**config.mk**
```make
export PLATFORM = sky130hd
export DESIGN_NAME = lsr_lut_store
export DESIGN_NICKNAME = d
export VERILOG_FILES = /design/src/lsr_pkg.sv /design/src/lsr_lut_store.sv
export SDC_FILE = /design/constraint.sdc
export NUM_CORES = 1
export LEC_CHECK = 0
export BUFFER_PORTS_ARGS = -buffer_cell sky130_fd_sc_hd__buf_2
export CAP_MARGIN = 15
export CORE_UTILIZATION = 60
export DETAILED_ROUTE_END_ITERATION = 8
export PLACE_DENSITY = 0.78
export SYNTH_ARGS = -nofsm -noshare
export SYNTH_HDL_FRONTEND = slang
export SYNTH_SLANG_ARGS = --single-unit
export TNS_END_PERCENT = 20
```
**constraint.sdc**
```tcl
create_clock -name clk -period 2.45 [get_ports clk]
set_input_delay 0.49 -clock clk [delete_from_list [all_inputs] [get_ports clk]]
set_output_delay 0.49 -clock clk [all_outputs]
set_load 0.05 [all_outputs]
```
**src/lsr_pkg.sv**
```systemverilog
// constants shared by the lookup-table ram / shift register block
package lsr_pkg;
  localparam int LSR_DEPTH = 32;
  localparam int LSR_ADDR_W = 5;
  localparam int LSR_WIDTH = 2;
  localparam int LSR_BUF_DEPTH = 2;
  localparam int LSR_BUF_PTR_W = 1;
  localparam int LSR_BUF_CNT_W = 2;
  localparam int LSR_LAST_STAGE = LSR_DEPTH - 1;
  localparam int LSR_PRIMARY_BIT = 0;
  localparam int LSR_SECONDARY_BIT = 1;
  localparam logic [LSR_BUF_CNT_W-1:0] LSR_BUF_FULL = 2'h2;
  localparam logic [LSR_BUF_CNT_W-1:0] LSR_BUF_EMPTY = 2'h0;
  localparam logic [LSR_DEPTH-1:0] LSR_INIT_DEFAULT = 32'h0000_0000;
endpackage
```
**src/lsr_lut_store.sv**
```systemverilog
// lookup-table storage used as distributed ram or addressable shift register
//
// Functional notes
// - write enable edge stores data at address
// - written value appears on output after edge
// - no write without enable at edge
// - ram read is combinational from address
// - optional two-bit ram using secondary data
// - enabled shift moves bits deeper, loads stage0
// - shift only when enable high at edge
// - tap valid only with address stable
// - tap read is asynchronous to clock
// - final stage outputs first bit after 32
// - optional second stream shares enable and clock
// - clock edge polarity selectable, rising default
`timescale 1ns/10ps
module lsr_lut_store
  import lsr_pkg::*;
#(
  parameter bit CLK_INVERT = 1'b0,
  parameter logic [LSR_DEPTH-1:0] INIT_PRIMARY = LSR_INIT_DEFAULT,
  parameter logic [LSR_DEPTH-1:0] INIT_SECONDARY = LSR_INIT_DEFAULT
) (
  input wire logic clk,
  input wire logic rst,
  input wire logic shiftMode,
  input wire logic wideMode,
  input wire logic inValid,
  output logic inReady,
  input wire logic [LSR_ADDR_W-1:0] inAddr,
  input wire logic primaryDataIn,
  input wire logic secondaryDataIn,
  input wire logic writeEnable,
  input wire logic [LSR_ADDR_W-1:0] readAddr,
  output logic [LSR_WIDTH-1:0] dataOut,
  output logic [LSR_WIDTH-1:0] finalStageCascadeOut
);
  logic actClk;
  typedef logic [LSR_WIDTH-1:0] lsr_mem_t [LSR_DEPTH];
  logic [LSR_ADDR_W+LSR_WIDTH-1:0] fifo [LSR_BUF_DEPTH];
  logic [LSR_BUF_PTR_W-1:0] wrPtr;
  logic [LSR_BUF_PTR_W-1:0] rdPtr;
  logic [LSR_BUF_CNT_W-1:0] count;
  logic [LSR_BUF_CNT_W-1:0] next_count;
  logic push;
  logic pop;
  logic [LSR_ADDR_W-1:0] headAddr;
  logic headPrimary;
  logic headSecondary;
  logic [2*LSR_DEPTH-1:0] memFlat;

  // inverted clock option costs no extra logic in the cell
  assign actClk = clk ^ CLK_INVERT;

  // two-entry buffer in front of the storage; the write enable drains it
  assign push = inValid && inReady;
  assign pop = (count != LSR_BUF_EMPTY) && writeEnable;
  assign {headAddr, headSecondary, headPrimary} = fifo[rdPtr];

  always_comb begin
    next_count = count;
    if (push && !pop) begin
      next_count = count + 2'h1;
    end else if (pop && !push) begin
      next_count = count - 2'h1;
    end
  end

  always_ff @(posedge actClk or posedge rst) begin
    if (rst) begin
      count <= LSR_BUF_EMPTY;
      inReady <= 1'b1;
      wrPtr <= '0;
      rdPtr <= '0;
    end else begin
      count <= next_count;
      inReady <= (next_count != LSR_BUF_FULL);
      if (push) begin
        wrPtr <= wrPtr + 1'b1;
      end
      if (pop) begin
        rdPtr <= rdPtr + 1'b1;
      end
    end
  end

  always_ff @(posedge actClk) begin
    if (push) begin
      fifo[wrPtr] <= {inAddr, secondaryDataIn, primaryDataIn};
    end
  end

  // contents come from parameters at configuration, never from reset
  function automatic lsr_mem_t initContents();
    lsr_mem_t m;
    for (int i = 0; i < LSR_DEPTH; i++) begin
      m[i] = {INIT_SECONDARY[i], INIT_PRIMARY[i]};
    end
    return m;
  endfunction
  lsr_mem_t mem = initContents();

  always_ff @(posedge actClk) begin
    if (pop && !shiftMode) begin
      mem[headAddr][LSR_PRIMARY_BIT] <= headPrimary;
      if (wideMode) begin
        mem[headAddr][LSR_SECONDARY_BIT] <= headSecondary;
      end
    end else if (pop && shiftMode) begin
      for (int i = LSR_LAST_STAGE; i > 0; i--) begin
        mem[i][LSR_PRIMARY_BIT] <= mem[i-1][LSR_PRIMARY_BIT];
        if (wideMode) begin
          mem[i][LSR_SECONDARY_BIT] <= mem[i-1][LSR_SECONDARY_BIT];
        end
      end
      mem[0][LSR_PRIMARY_BIT] <= headPrimary;
      if (wideMode) begin
        mem[0][LSR_SECONDARY_BIT] <= headSecondary;
      end
    end
  end

  // read path is a pure lookup, so it follows the address with no edge
  assign dataOut = mem[readAddr];
  assign finalStageCascadeOut = mem[LSR_LAST_STAGE];

  always_comb begin
    for (int i = 0; i < LSR_DEPTH; i++) begin
      memFlat[2*i +: 2] = mem[i];
    end
  end

  // shadow of the primary stream and a saturating shift count for checking
  logic [LSR_DEPTH-1:0] shadow;
  logic [5:0] shiftCount;
  always_ff @(posedge actClk or posedge rst) begin
    if (rst) begin
      shadow <= '0;
      shiftCount <= '0;
    end else if (pop && shiftMode) begin
      shadow <= {shadow[LSR_DEPTH-2:0], headPrimary};
      if (shiftCount != 6'h20) begin
        shiftCount <= shiftCount + 6'h1;
      end
    end else if (pop) begin
      // a ram write may hit the last stage, so the shadow no longer matches it
      shiftCount <= '0;
    end
  end

  property p_ram_write;
    @(posedge actClk) disable iff (rst)
      (pop && !shiftMode) |=> memFlat[2*$past(headAddr)] == $past(headPrimary);
  endproperty
  a_ram_write: assert property (p_ram_write) else $error("ram write lost");

  property p_readback;
    @(posedge actClk) disable iff (rst)
      (pop && !shiftMode && readAddr == headAddr) ##1 $stable(readAddr)
        |-> dataOut[0] == $past(headPrimary);
  endproperty
  a_readback: assert property (p_readback) else $error("no readback");

  property p_no_write;
    @(posedge actClk) disable iff (rst) !pop |=> $stable(memFlat);
  endproperty
  a_no_write: assert property (p_no_write) else $error("store changed");

  function automatic logic [LSR_WIDTH-1:0] wordAt(logic [2*LSR_DEPTH-1:0] flat,
      logic [LSR_ADDR_W-1:0] a);
    return flat[2*a +: 2];
  endfunction

  // with no commit in between, a new address must show the old contents there
  property p_async_read;
    @(posedge actClk) disable iff (rst)
      (!$past(pop) && !$stable(readAddr)) |-> dataOut == wordAt($past(memFlat), readAddr);
  endproperty
  a_async_read: assert property (p_async_read) else $error("bad lookup");

  property p_wide_ram;
    @(posedge actClk) disable iff (rst)
      (pop && !shiftMode && wideMode)
        |=> memFlat[2*$past(headAddr)+1] == $past(headSecondary);
  endproperty
  a_wide_ram: assert property (p_wide_ram) else $error("second bit lost");

  property p_shift;
    @(posedge actClk) disable iff (rst)
      (pop && shiftMode) |=> memFlat[0] == $past(headPrimary)
        && memFlat[2] == $past(memFlat[0]) && memFlat[62] == $past(memFlat[60]);
  endproperty
  a_shift: assert property (p_shift) else $error("shift wrong");

  property p_hold;
    @(posedge actClk) disable iff (rst)
      (shiftMode && !writeEnable)[*2] |-> $stable(memFlat);
  endproperty
  a_hold: assert property (p_hold) else $error("shift without enable");

  property p_cascade;
    @(posedge actClk) disable iff (rst)
      (shiftCount == 6'h20) |-> finalStageCascadeOut[0] == shadow[LSR_LAST_STAGE];
  endproperty
  a_cascade: assert property (p_cascade) else $error("cascade wrong");

  property p_dual_shift;
    @(posedge actClk) disable iff (rst)
      (pop && shiftMode && wideMode) |=> memFlat[1] == $past(headSecondary)
        && memFlat[63] == $past(memFlat[61]);
  endproperty
  a_dual_shift: assert property (p_dual_shift) else $error("stream two wrong");

  property p_full;
    @(posedge actClk) disable iff (rst) (count == LSR_BUF_FULL) |-> !inReady;
  endproperty
  a_full: assert property (p_full) else $error("ready while full");

  c_ram_write: cover property (@(posedge actClk) disable iff (rst) pop && !shiftMode);
  c_shift32: cover property (@(posedge actClk) disable iff (rst) shiftCount == 6'h20);
  c_full: cover property (@(posedge actClk) disable iff (rst) count == LSR_BUF_FULL);
  c_wide_shift: cover property (@(posedge actClk) disable iff (rst)
    pop && shiftMode && wideMode);
endmodule

```
* Word-level counts from Yosys, hierarchy flattened
Memory sizes are Yosys's and may differ from the RTL's.
Index checks and enable logic that the tools add are counted.
** Storage, ports and cells
- Register bits after elaboration :: 5
- Memories :: 2
- Word-level logic and storage cells :: 40
- Bits of input ports :: 18
- Output and inout bits :: 5
- Bits in writable memories :: 78
** Memory list
- mem :: words 32, width 2, rd ports 33, clocked after Yosys merged registers in 0, wr ports 32, line lsr_lut_store.sv:101 : lsr_mem_t mem = initContents();
- fifo :: words 2, width 7, rd ports 1, clocked after Yosys merged registers in 0, wr ports 1, line lsr_lut_store.sv:40 : logic [LSR_ADDR_W+LSR_WIDTH-1:0] fifo [LSR_BUF_DEPTH];
** Operators by class
- Equality and inequality tests :: 1
- Reductions and logical operators :: 11
- $add $sub $neg :: 4
- Muxes and demuxes :: 18
** Operator list (count)
- 2-to-1 mux 1 bit :: 13
- 2-to-1 mux 2 bit :: 4
- logical AND 1 bit :: 6
- 2-to-1 mux 5 bit :: 1
- zero test 1 bit :: 3
- adder 1 bit, second input constant :: 2
- adder 2 x 1 -> 2 bit, second input constant :: 1
- inequality test 2 bit, second input constant :: 1
- nonzero test 2 bit :: 1
- OR reduction 2 bit :: 1
- subtractor 2 x 1 -> 2 bit, second input constant :: 1

* Logic depth before layout (Yosys ltp)
Gate-level depths: netlist of the first run.
- Depth after elaboration :: 8
- Mapped depth :: 8
- Mapped depth without buffers :: 7

* Worst setup path before layout of the first run
Ideal clock, no wire load.
- Path kind :: in2out
- Start point :: input port readAddr[2]
- End point :: output port dataOut[1]
- Arrival time :: 2.432 ns
- Path buffers :: 2
- Stages :: 6
- Required time :: 1.960 ns
- Path slack :: -0.472 ns
- Path through :: buf_2 > nor2b_1 > clkbuf_1 > a22oi_1 > o211ai_1 > o311ai_1
** On the way
- Longest elaborated chain between the ends :: 1
** RTL lines
- start: declaration :: line lsr_lut_store.sv:34 : input wire logic [LSR_ADDR_W-1:0] readAddr,
- memory (32 x 2 bit)
- end: declaration :: line lsr_lut_store.sv:35 : output logic [LSR_WIDTH-1:0] dataOut,
No other way between the ends.

* Worst setup path after layout of the first run
Same ends and word-level chain as after synthesis.

==> key figures, run 1 <==
Critical path
  • Category of the critical setup timing path: primary input to output port
  • Crit-path max FO: 5
  • Critical path startpoint: readAddr[2]
  • Worst path max stage delay: 320 ps
  • Sort of element at the end of the critical path: output port
  • Ordered cell list for the critical path: buf_2, nor2_1, a22oi_1, and3_1, a31oi_1, o311ai_4, clkbuf_4
  • Source of the worst register-to-register timing path: count[0]
  • Required time reported for the critical path endpoint: about 2000 ps
  • Sort of element at the start of the critical path: primary input
  • Arrival @ worst endpoint: 1900 ps
  • Max stage delay cell, worst path: nor2_1

Global route
  • Wire length of the first global-routing pass: 15200 microns
  • Initial antenna violation count: 0
  • Pin count of the biggest net entering global routing: 44
  • Grt ovf: 0
  • Via count of the first global-routing pass: 3057
  • Total global-route track usage: 0.265

Synthesis
  • Instance count of the mapped netlist: 397
  • Count of synthesis-stage warnings from yosys: 0
  • Top post-synthesis cells by area: edfxtp_1 52%, mux2i_1 6.0%, a31oi_1 5.4%
  • Post-synthesis cell type with the largest combined area: edfxtp_1
  • Synthesized area per cell: 11.3 sq um
  • Combined area of all synthesized cells: 4490 sq um
  • Number of synthesized register bits: 83
  • Share of synthesized area occupied by flip-flops and latches: 0.550
  • Post-Synthesis Net Count: roughly 420
  • Share of the synthesized area in the top cell type: 0.522
  • Number of unique standard cell types used by synthesis: 40

Die
  • Row cnt: 31
  • Number of top-level pins: 23
  • Overall die area: 7830 sq um
  • Floorplan die height: 88.5 microns
  • Die Width: ~89 microns
  • Core Area: 7250 sq um
  • Initial Utilization: 0.619

Power and ir drop
  • Switching power share of the total: 0.338
  • Sw power: 1.57 mW
  • Internal power component: 3.07 mW
  • Seq pwr share: 0.460
  • Leakage power: 1.91 nW
  • IR Drop Worst-Case VDD: 662 uV
  • Power per cell area: a little over 900 nW/um^2
  • Total Power Consumption: 4.64 mW
  • Combinational cell fraction of total power: 0.336
  • Clock network power share: 0.205

Layout
  • Number of diodes: 0
  • Post-synthesis to final-layout area growth: 11.2%
  • Share of final-layout standard cells stronger than drive strength 1: 0.212
  • Net total in the final layout: 440
  • Post-Route Utilization: 0.688
  • Fin cells: 524

Route
  • Via count: 3237
  • DR DRC count: 0
  • Final wirelength: between 9000 and 10000 microns
  • Number of DRC markers in iteration 0: 261
  • Routed length per instance: 18.4 microns
  • Pre-antenna DRT Iters: 5
  • Avg Vias per Cell: ~6
  • ANT nets after route: 0

STA
  • Max Fclk: 0.418 GHz
  • Worst hold margin: 12.0 ps
  • PnR worst setup slack: ~56 ps
  • Final Cycle Share: 0.977
  • Final number of max-transition violations: 0
  • Max Clock Skew: 12.4 ps
  • Count of final setup violators: 0
  • Max_slew headroom: 0.638
  • Setup repair after global routing missed its margin: no
  • Final critical-path required period: 2390 ps
  • Final Hold Viols: 0
  • Actual transition at the worst max-transition pin: about 540 ps

CTS
  • Number of buffers between clock root and the deepest sink: 2
  • Hold bufs inserted after CTS: 0
  • Setup fix buffers added after clock tree synthesis: 0
  • Clock slew at the register clock pins of the worst setup and hold paths: about 80 ps
  • Clock tree from TritonCTS: built
  • Number of CTS-inserted buffers: 9
  • Latest clock arrival within the worst-skew pair: 360 ps
  • H-Tree Level Count: 3
  • CTS sink count: 83
  • Root buffer selected by CTS: clkbuf_8

Placed design
  • Final weighted congestion of routability-driven global placement: between 0.8 and 0.9
  • Post-placement worst setup slack: -110 ps
  • DP Cell Count: 509
  • HPWL after DPL: around 6700 microns
  • Port Buf Inserts: 22

Run status
  • Result of the run: completed

Worst hold path
  • Class of the tightest hold or removal check: primary input to asynchronous set/reset pin

Job
  • Max Cap Violations: 0
-- final timing paths --
path	cells past startpoint	slack, ps	endpoint
worst min-delay path	2	10	wrPtr
worst max register to register	8	360	mem[4][1]
min in group clk	1	320	fifo[1][1]
worst max-delay path	7	60	dataOut[1]
worst min register to register	1	500	count[0]
max in group asynchronous	2	2200	inReady
-- worst max-delay path, delay by kind of cell --
kind,cells,cell delay (ps)
and+or+nand+nor,2,520
buffers and inverters,2,360
AOI/OAI and AO/OA,3,530
-- layer usage --
metal | GRT usage | share of wire
met1 | 0.351 | 0.44
met2 | 0.436 | 0.48
met3 | 0.0485 | 0.062
met4 | 0.0997 | 0.020
met5 | 0 | 0
-- layout make-up --
class | instances | area [sq um]
sequential | 83 | 2470
fill | 539 | 2260
inverter | 36 | 135
clock buffer | 9 | 124
timing repair buffer | 45 | 317
clock inverter | 6 | 57.6
tap | 99 | 124
multi-input combinational | 246 | 1770
-- sequential cells by signal (all words and copies together), names as in the netlist --
| signal | count |
|---|---|
| wrPtr | 1 |
| count | 2 |
| inReady | 1 |
| rdPtr | 1 |
| mem | 64 |
| fifo | 14 |
-- power by group through the flow --
stage	Sequential (mW)	Clock, mW	Combinational (mW)
after CTS	2.13	0.953	1.54
after global routing	2.16	1.00	1.70
final	2.13	0.949	1.56
after detailed placement	2.16	0	1.53
after global placement	2.16	0	1.47
after floorplan	2.14	0	1.18
-- placed cells by master, fill, tap and decap left out, drive strengths merged, types with 8 or more instances in the layout --
cell type	count
inv	36
o21ai	32
and2	33
mux2i	29
buf	44
a31oi	39
a22oi	8
edfxtp	78
o21a	31
nand2	23
clkbuf	10
-- synth_stat cells (all sizes together) --
master / count
a21oi: 3
a22oi: 8
a31oi: 39
and2: 33
and2b: 1
and3: 3
buf: 13
clkbuf: 19
dfrtp: 4
dfstp: 1
edfxtp: 78
ha: 1
inv: 36
mux2: 4
mux2i: 29
nand2: 23
nand2b: 7
nand3: 3
nand3b: 1
nor2: 7
nor2b: 2
nor3: 1
o211ai: 7
o21a: 31
o21ai: 32
o22ai: 2
o311ai: 2
o31ai: 1
o32ai: 2
or2b: 1
xnor2: 3
-- what timing repair did --
item / 4_1_cts / 5_1_grt
pin swaps: 0 / 0
setup endpoints to repair: 2 / 2
resized for setup: 1 / 3
-- stage by stage --
step           area, sq um  TNS (ps)
5_1_grt               4990         0
6_report              4990         0
4_1_cts               4980         0
3_5_place_dp          4800      -206
3_3_place_gp          4800     -72.6
2_1_floorplan         4510     -21.6
-- logic make-up after synthesis --
kind of cell	after synthesis	synth area share
adders and majority gates	1	0.00279
muxes	33	0.0783
xor gates and xnor gates	3	0.00585
AOI/OAI and AO/OA	127	0.192
DFF	83	0.550
buffers and inverters	68	0.0638
and+or+nand+nor	82	0.108
No activity file was read; power rests on OpenSTA's default activity.
==> run 2, diff against run 1 <==
- ABC_AREA: not set -> 1
==> key figures, run 2 <==
Placed design
  • Port Buf Inserts: 22 (unchanged)
  • HPWL after DPL: 6790 microns (+1.4%)
  • Final weighted congestion of routability-driven global placement: 0.874 (+1.4%)

Global route
  • Total global-route track usage: 0.293 (+0.0280)
  • Initial antenna violation count: 0 (unchanged)
  • Wire length of the first global-routing pass: 16900 microns (+12%)
  • Via count of the first global-routing pass: 3411 (+12%)
  • Grt ovf: 0 (unchanged)
  • Pin count of the biggest net entering global routing: 34 (-23%)

STA
  • Count of final setup violators: 0 (unchanged)
  • Final critical-path required period: 2300 ps (-95.8 ps)
  • Final Cycle Share: 0.938 (-0.0391)
  • Final Hold Viols: 0 (unchanged)
  • Max Fclk: 0.435 GHz (+4.2%)
  • Actual transition at the worst max-transition pin: 583 ps (+42.6 ps)
  • Max_slew headroom: 0.610 (-0.0285)
  • Final number of max-transition violations: 0 (unchanged)
  • Setup repair after global routing missed its margin: no
  • Max Clock Skew: 9.52 ps (-2.85 ps)
  • Final TNS setup: 0 ps (unchanged)

Layout
  • Flip-flop count of the largest register after layout: 64 (unchanged)
  • Leading registers by flop count: mem x64, fifo x14, count x2
  • Post-Route Utilization: 0.677 (-0.0109)
  • Most frequent cells in the layout: 137 x nand2_1, 80 x nand3_1, 78 x edfxtp_1, 50 x inv_1, 33 x o21ai_0
  • Post-synthesis to final-layout area growth: 8.39%
  • Register containing the most flip-flops in the final layout: mem
  • Most common cell after layout, fill and taps aside: nand2_1
  • Fill cell instance count of the final layout: 592 (+9.8%)
  • Net total in the final layout: 546 (+24%)
  • Number of diodes: 0 (unchanged)
  • Share of final-layout standard cells stronger than drive strength 1: 0.165 (-0.0464)

Critical path
  • Capturing point of the worst reg2reg path: mem[25][1]
  • Arrival @ worst endpoint: 1810 ps (-90 ps)
  • Ordered cell list for the critical path: buf_2, buf_4, nand2_1, nand3_1, nand3_1, nand2_1, nand2_1, nand2_1, nand2_1, nand2_1, buf_2
  • R2R setup slack: 300 ps (-60 ps)
  • Required time reported for the critical path endpoint: 1960 ps (about the same)
  • Category of cells accounting for the largest share of critical-path delay: buffers and inverters
  • Source of the worst register-to-register timing path: count[0]
  • Max stage delay cell, worst path: buf_4
  • Cell with the most instances on the worst path: nand2_1
  • Path depth of the worst reg2reg path: 8 (unchanged)
  • Category of the critical setup timing path: primary input to output port
  • Sort of element at the start of the critical path: primary input
  • Sort of element at the end of the critical path: output port
  • Worst path max stage delay: 300 ps (-20 ps)
  • Crit-path max FO: 26 (+21)
  • Buffers & Inverters on Critical Path: 3 (+1)

Route
  • ANT nets after route: 0 (unchanged)
  • DR DRC count: 0 (unchanged)
  • Number of DRC markers in iteration 0: 525 (+100%)
  • Avg Vias per Cell: 5.77 (-6.5%)
  • Via count: 3644 (+13%)
  • Routed length per instance: 16.3 microns (-12%)
  • Pre-antenna DRT Iters: 5 (unchanged)
  • Final wirelength: 10300 microns (+6.6%)

Synthesis
  • Post-Synthesis Net Count: 536 (+29%)
  • Instance count of the mapped netlist: 517 (+30%)
  • Async S/R FF share, synth: 0.0602 (unchanged)
  • Share of the synthesized area in the top cell type: 0.511 (-0.0104)
  • Combined area of all synthesized cells: 4580 sq um (+2.0%)
  • Post-synthesis cell type with the largest combined area: edfxtp_1
  • Most numerous cell types in the synthesized netlist: 137 x nand2_1, 80 x nand3_1, 78 x edfxtp_1
  • Number of synthesized register bits: 83 (unchanged)
  • Synthesized area per cell: 8.86 sq um (-22%)
  • Number of unique standard cell types used by synthesis: 23 (-43%)
  • Share of synthesized area occupied by flip-flops and latches: 0.539 (-0.0110)
  • Top post-synthesis cells by area: edfxtp_1 51%, nand2_1 11%, nand3_1 8.7%
  • Post-synth EDFFs: 78 (unchanged)
  • Ys flop type: edfxtp_1
  • Count leader, synth: nand2_1
  • Count of synthesis-stage warnings from yosys: 0 (unchanged)

CTS
  • Clock tree from TritonCTS: built
  • Hold bufs inserted after CTS: 0 (unchanged)
  • Root buffer selected by CTS: clkbuf_8
  • Setup fix buffers added after clock tree synthesis: 0 (unchanged)
  • Number of buffers between clock root and the deepest sink: 2 (unchanged)
  • H-Tree Level Count: 3 (unchanged)
  • Clock slew at the register clock pins of the worst setup and hold paths: 80 ps (about the same)
  • Number of CTS-inserted buffers: 9 (unchanged)
  • Latest clock arrival within the worst-skew pair: 360 ps (about the same)
  • Number of resized instances in the post-cts repair step: 0 (-1)
  • CTS sink count: 83 (unchanged)

Power and ir drop
  • Clock network power share: 0.218 (+0.013)
  • Sw power: 1.69 mW (+7.9%)
  • IR Drop Worst-Case VDD: 671 uV (+1.3%)
  • Power per cell area: 927 nW/um^2 (-0.23%)
  • Seq pwr share: 0.465 (+0.005)
  • Switching power share of the total: 0.367 (+0.0296)
  • Leakage power: 2.11 nW (+10%)
  • Combinational cell fraction of total power: 0.317 (-0.019)
  • Total Power Consumption: 4.60 mW (-0.75%)
  • Internal power component: 2.91 mW (-5.2%)

Die
  • Floorplan die height: 89.4 microns (+0.99%)
  • Number of top-level pins: 23 (unchanged)
  • Core Area: 7330 sq um (+1.1%)
  • Overall die area: 7990 sq um (+2.0%)
  • Initial Utilization: 0.625 (+0.00591)
  • Die Width: 89.4 microns (+0.99%)
  • Row cnt: 31 (unchanged)

Worst hold path
  • Class of the tightest hold or removal check: primary input to asynchronous set/reset pin

Job
  • Max Cap Violations: 0 (unchanged)

Run status
  • Result of the run: completed
==> run 2: changes by cell type after synthesis, sizes merged, moves of 7 or more <==
cell,before,now
nand2,23,143
nand3,3,84
a31oi,39,0
o21ai,32,70
o21a,31,0
mux2i,29,0
inv,36,57
a22oi,8,0
nand2b,7,0
o211ai,7,0
==> run 2: power groups by stage <==
stage / registers (mW) / logic [mW] / clock network (mW)
global placement: 2.16 / 1.39 / 0
CTS: 2.14 / 1.46 / 1.00
detailed placement: 2.17 / 1.45 / 0
floorplan: 2.14 / 1.12 / 0
global route: 2.17 / 1.65 / 1.07
finish: 2.14 / 1.46 / 1.00
==> run 2: kinds of logic (layout without fill, tap and decap cells) <==
logic type      count (synthesis)  in the layout  synth area share
buf+inv                        91            106            0.0803
simple gates                  267            267             0.276
fa+ha+maj                       1              1           0.00273
mux                             2              2           0.00492
flops                          83             83             0.539
compound gates                 70             70            0.0912
xor+xnor                        3              3           0.00574
==> run 2: worst max path at each step <==
stage,startpoint,end,slack (ps),depth (start not counted)
2_1_floorplan,readAddr[0],dataOut[1],240,11
3_3_place_gp,readAddr[0],dataOut[0],210,11
3_5_place_dp,readAddr[0],dataOut[1],190,11
4_1_cts,readAddr[0],dataOut[1],170,11
5_1_grt,readAddr[0],dataOut[1],20,11
6_report,readAddr[0],dataOut[1],150,11
==> run 2: final cells by class <==
class	count	area, sq um	share of cell area
Clock buffer	12	145	0.0292
Clock inverter	4	51.3	0.0103
Inverter	57	214	0.0431
Multi-Input combinational cell	343	1740	0.351
Sequential cell	83	2470	0.497
Tap cell	99	124	0.0249
Timing Repair Buffer	33	218	0.0439
==> run 2: metrics by stage <==
stage          cell area, sq um  hold slack [ps]  instances  setup slack [ps]
3_5_place_dp               4770              396        615               195
6_report                   4960             14.8        631               151
2_1_floorplan              4580              268        517               238
3_3_place_gp               4770              385        615               212
5_1_grt                    4960             18.6        631              22.3
4_1_cts                    4960             9.59        631               174
==> run 2: per-layer routing <==
metal | wire length [microns] | track usage | part of all wire | up-vias
met3 | 857 | 0.0656 | 0.083 | 22
met5 | 0 | 0 | 0 | -
met2 | 4980 | 0.479 | 0.48 | 197
met1 | 4220 | 0.384 | 0.41 | 1693
met4 | 214 | 0.108 | 0.021 | 0
li1 | - | - | - | 1732
==> run 2: worst reg2reg max path: stages (launching register included) <==
cell and delay (ps):
dfrtp_1 370, inv_1 50, ha_1 190, inv_1 60
nand2_2 90, nor2_2 380, nand3_4 260, o21ai_1 300
and2_1 190
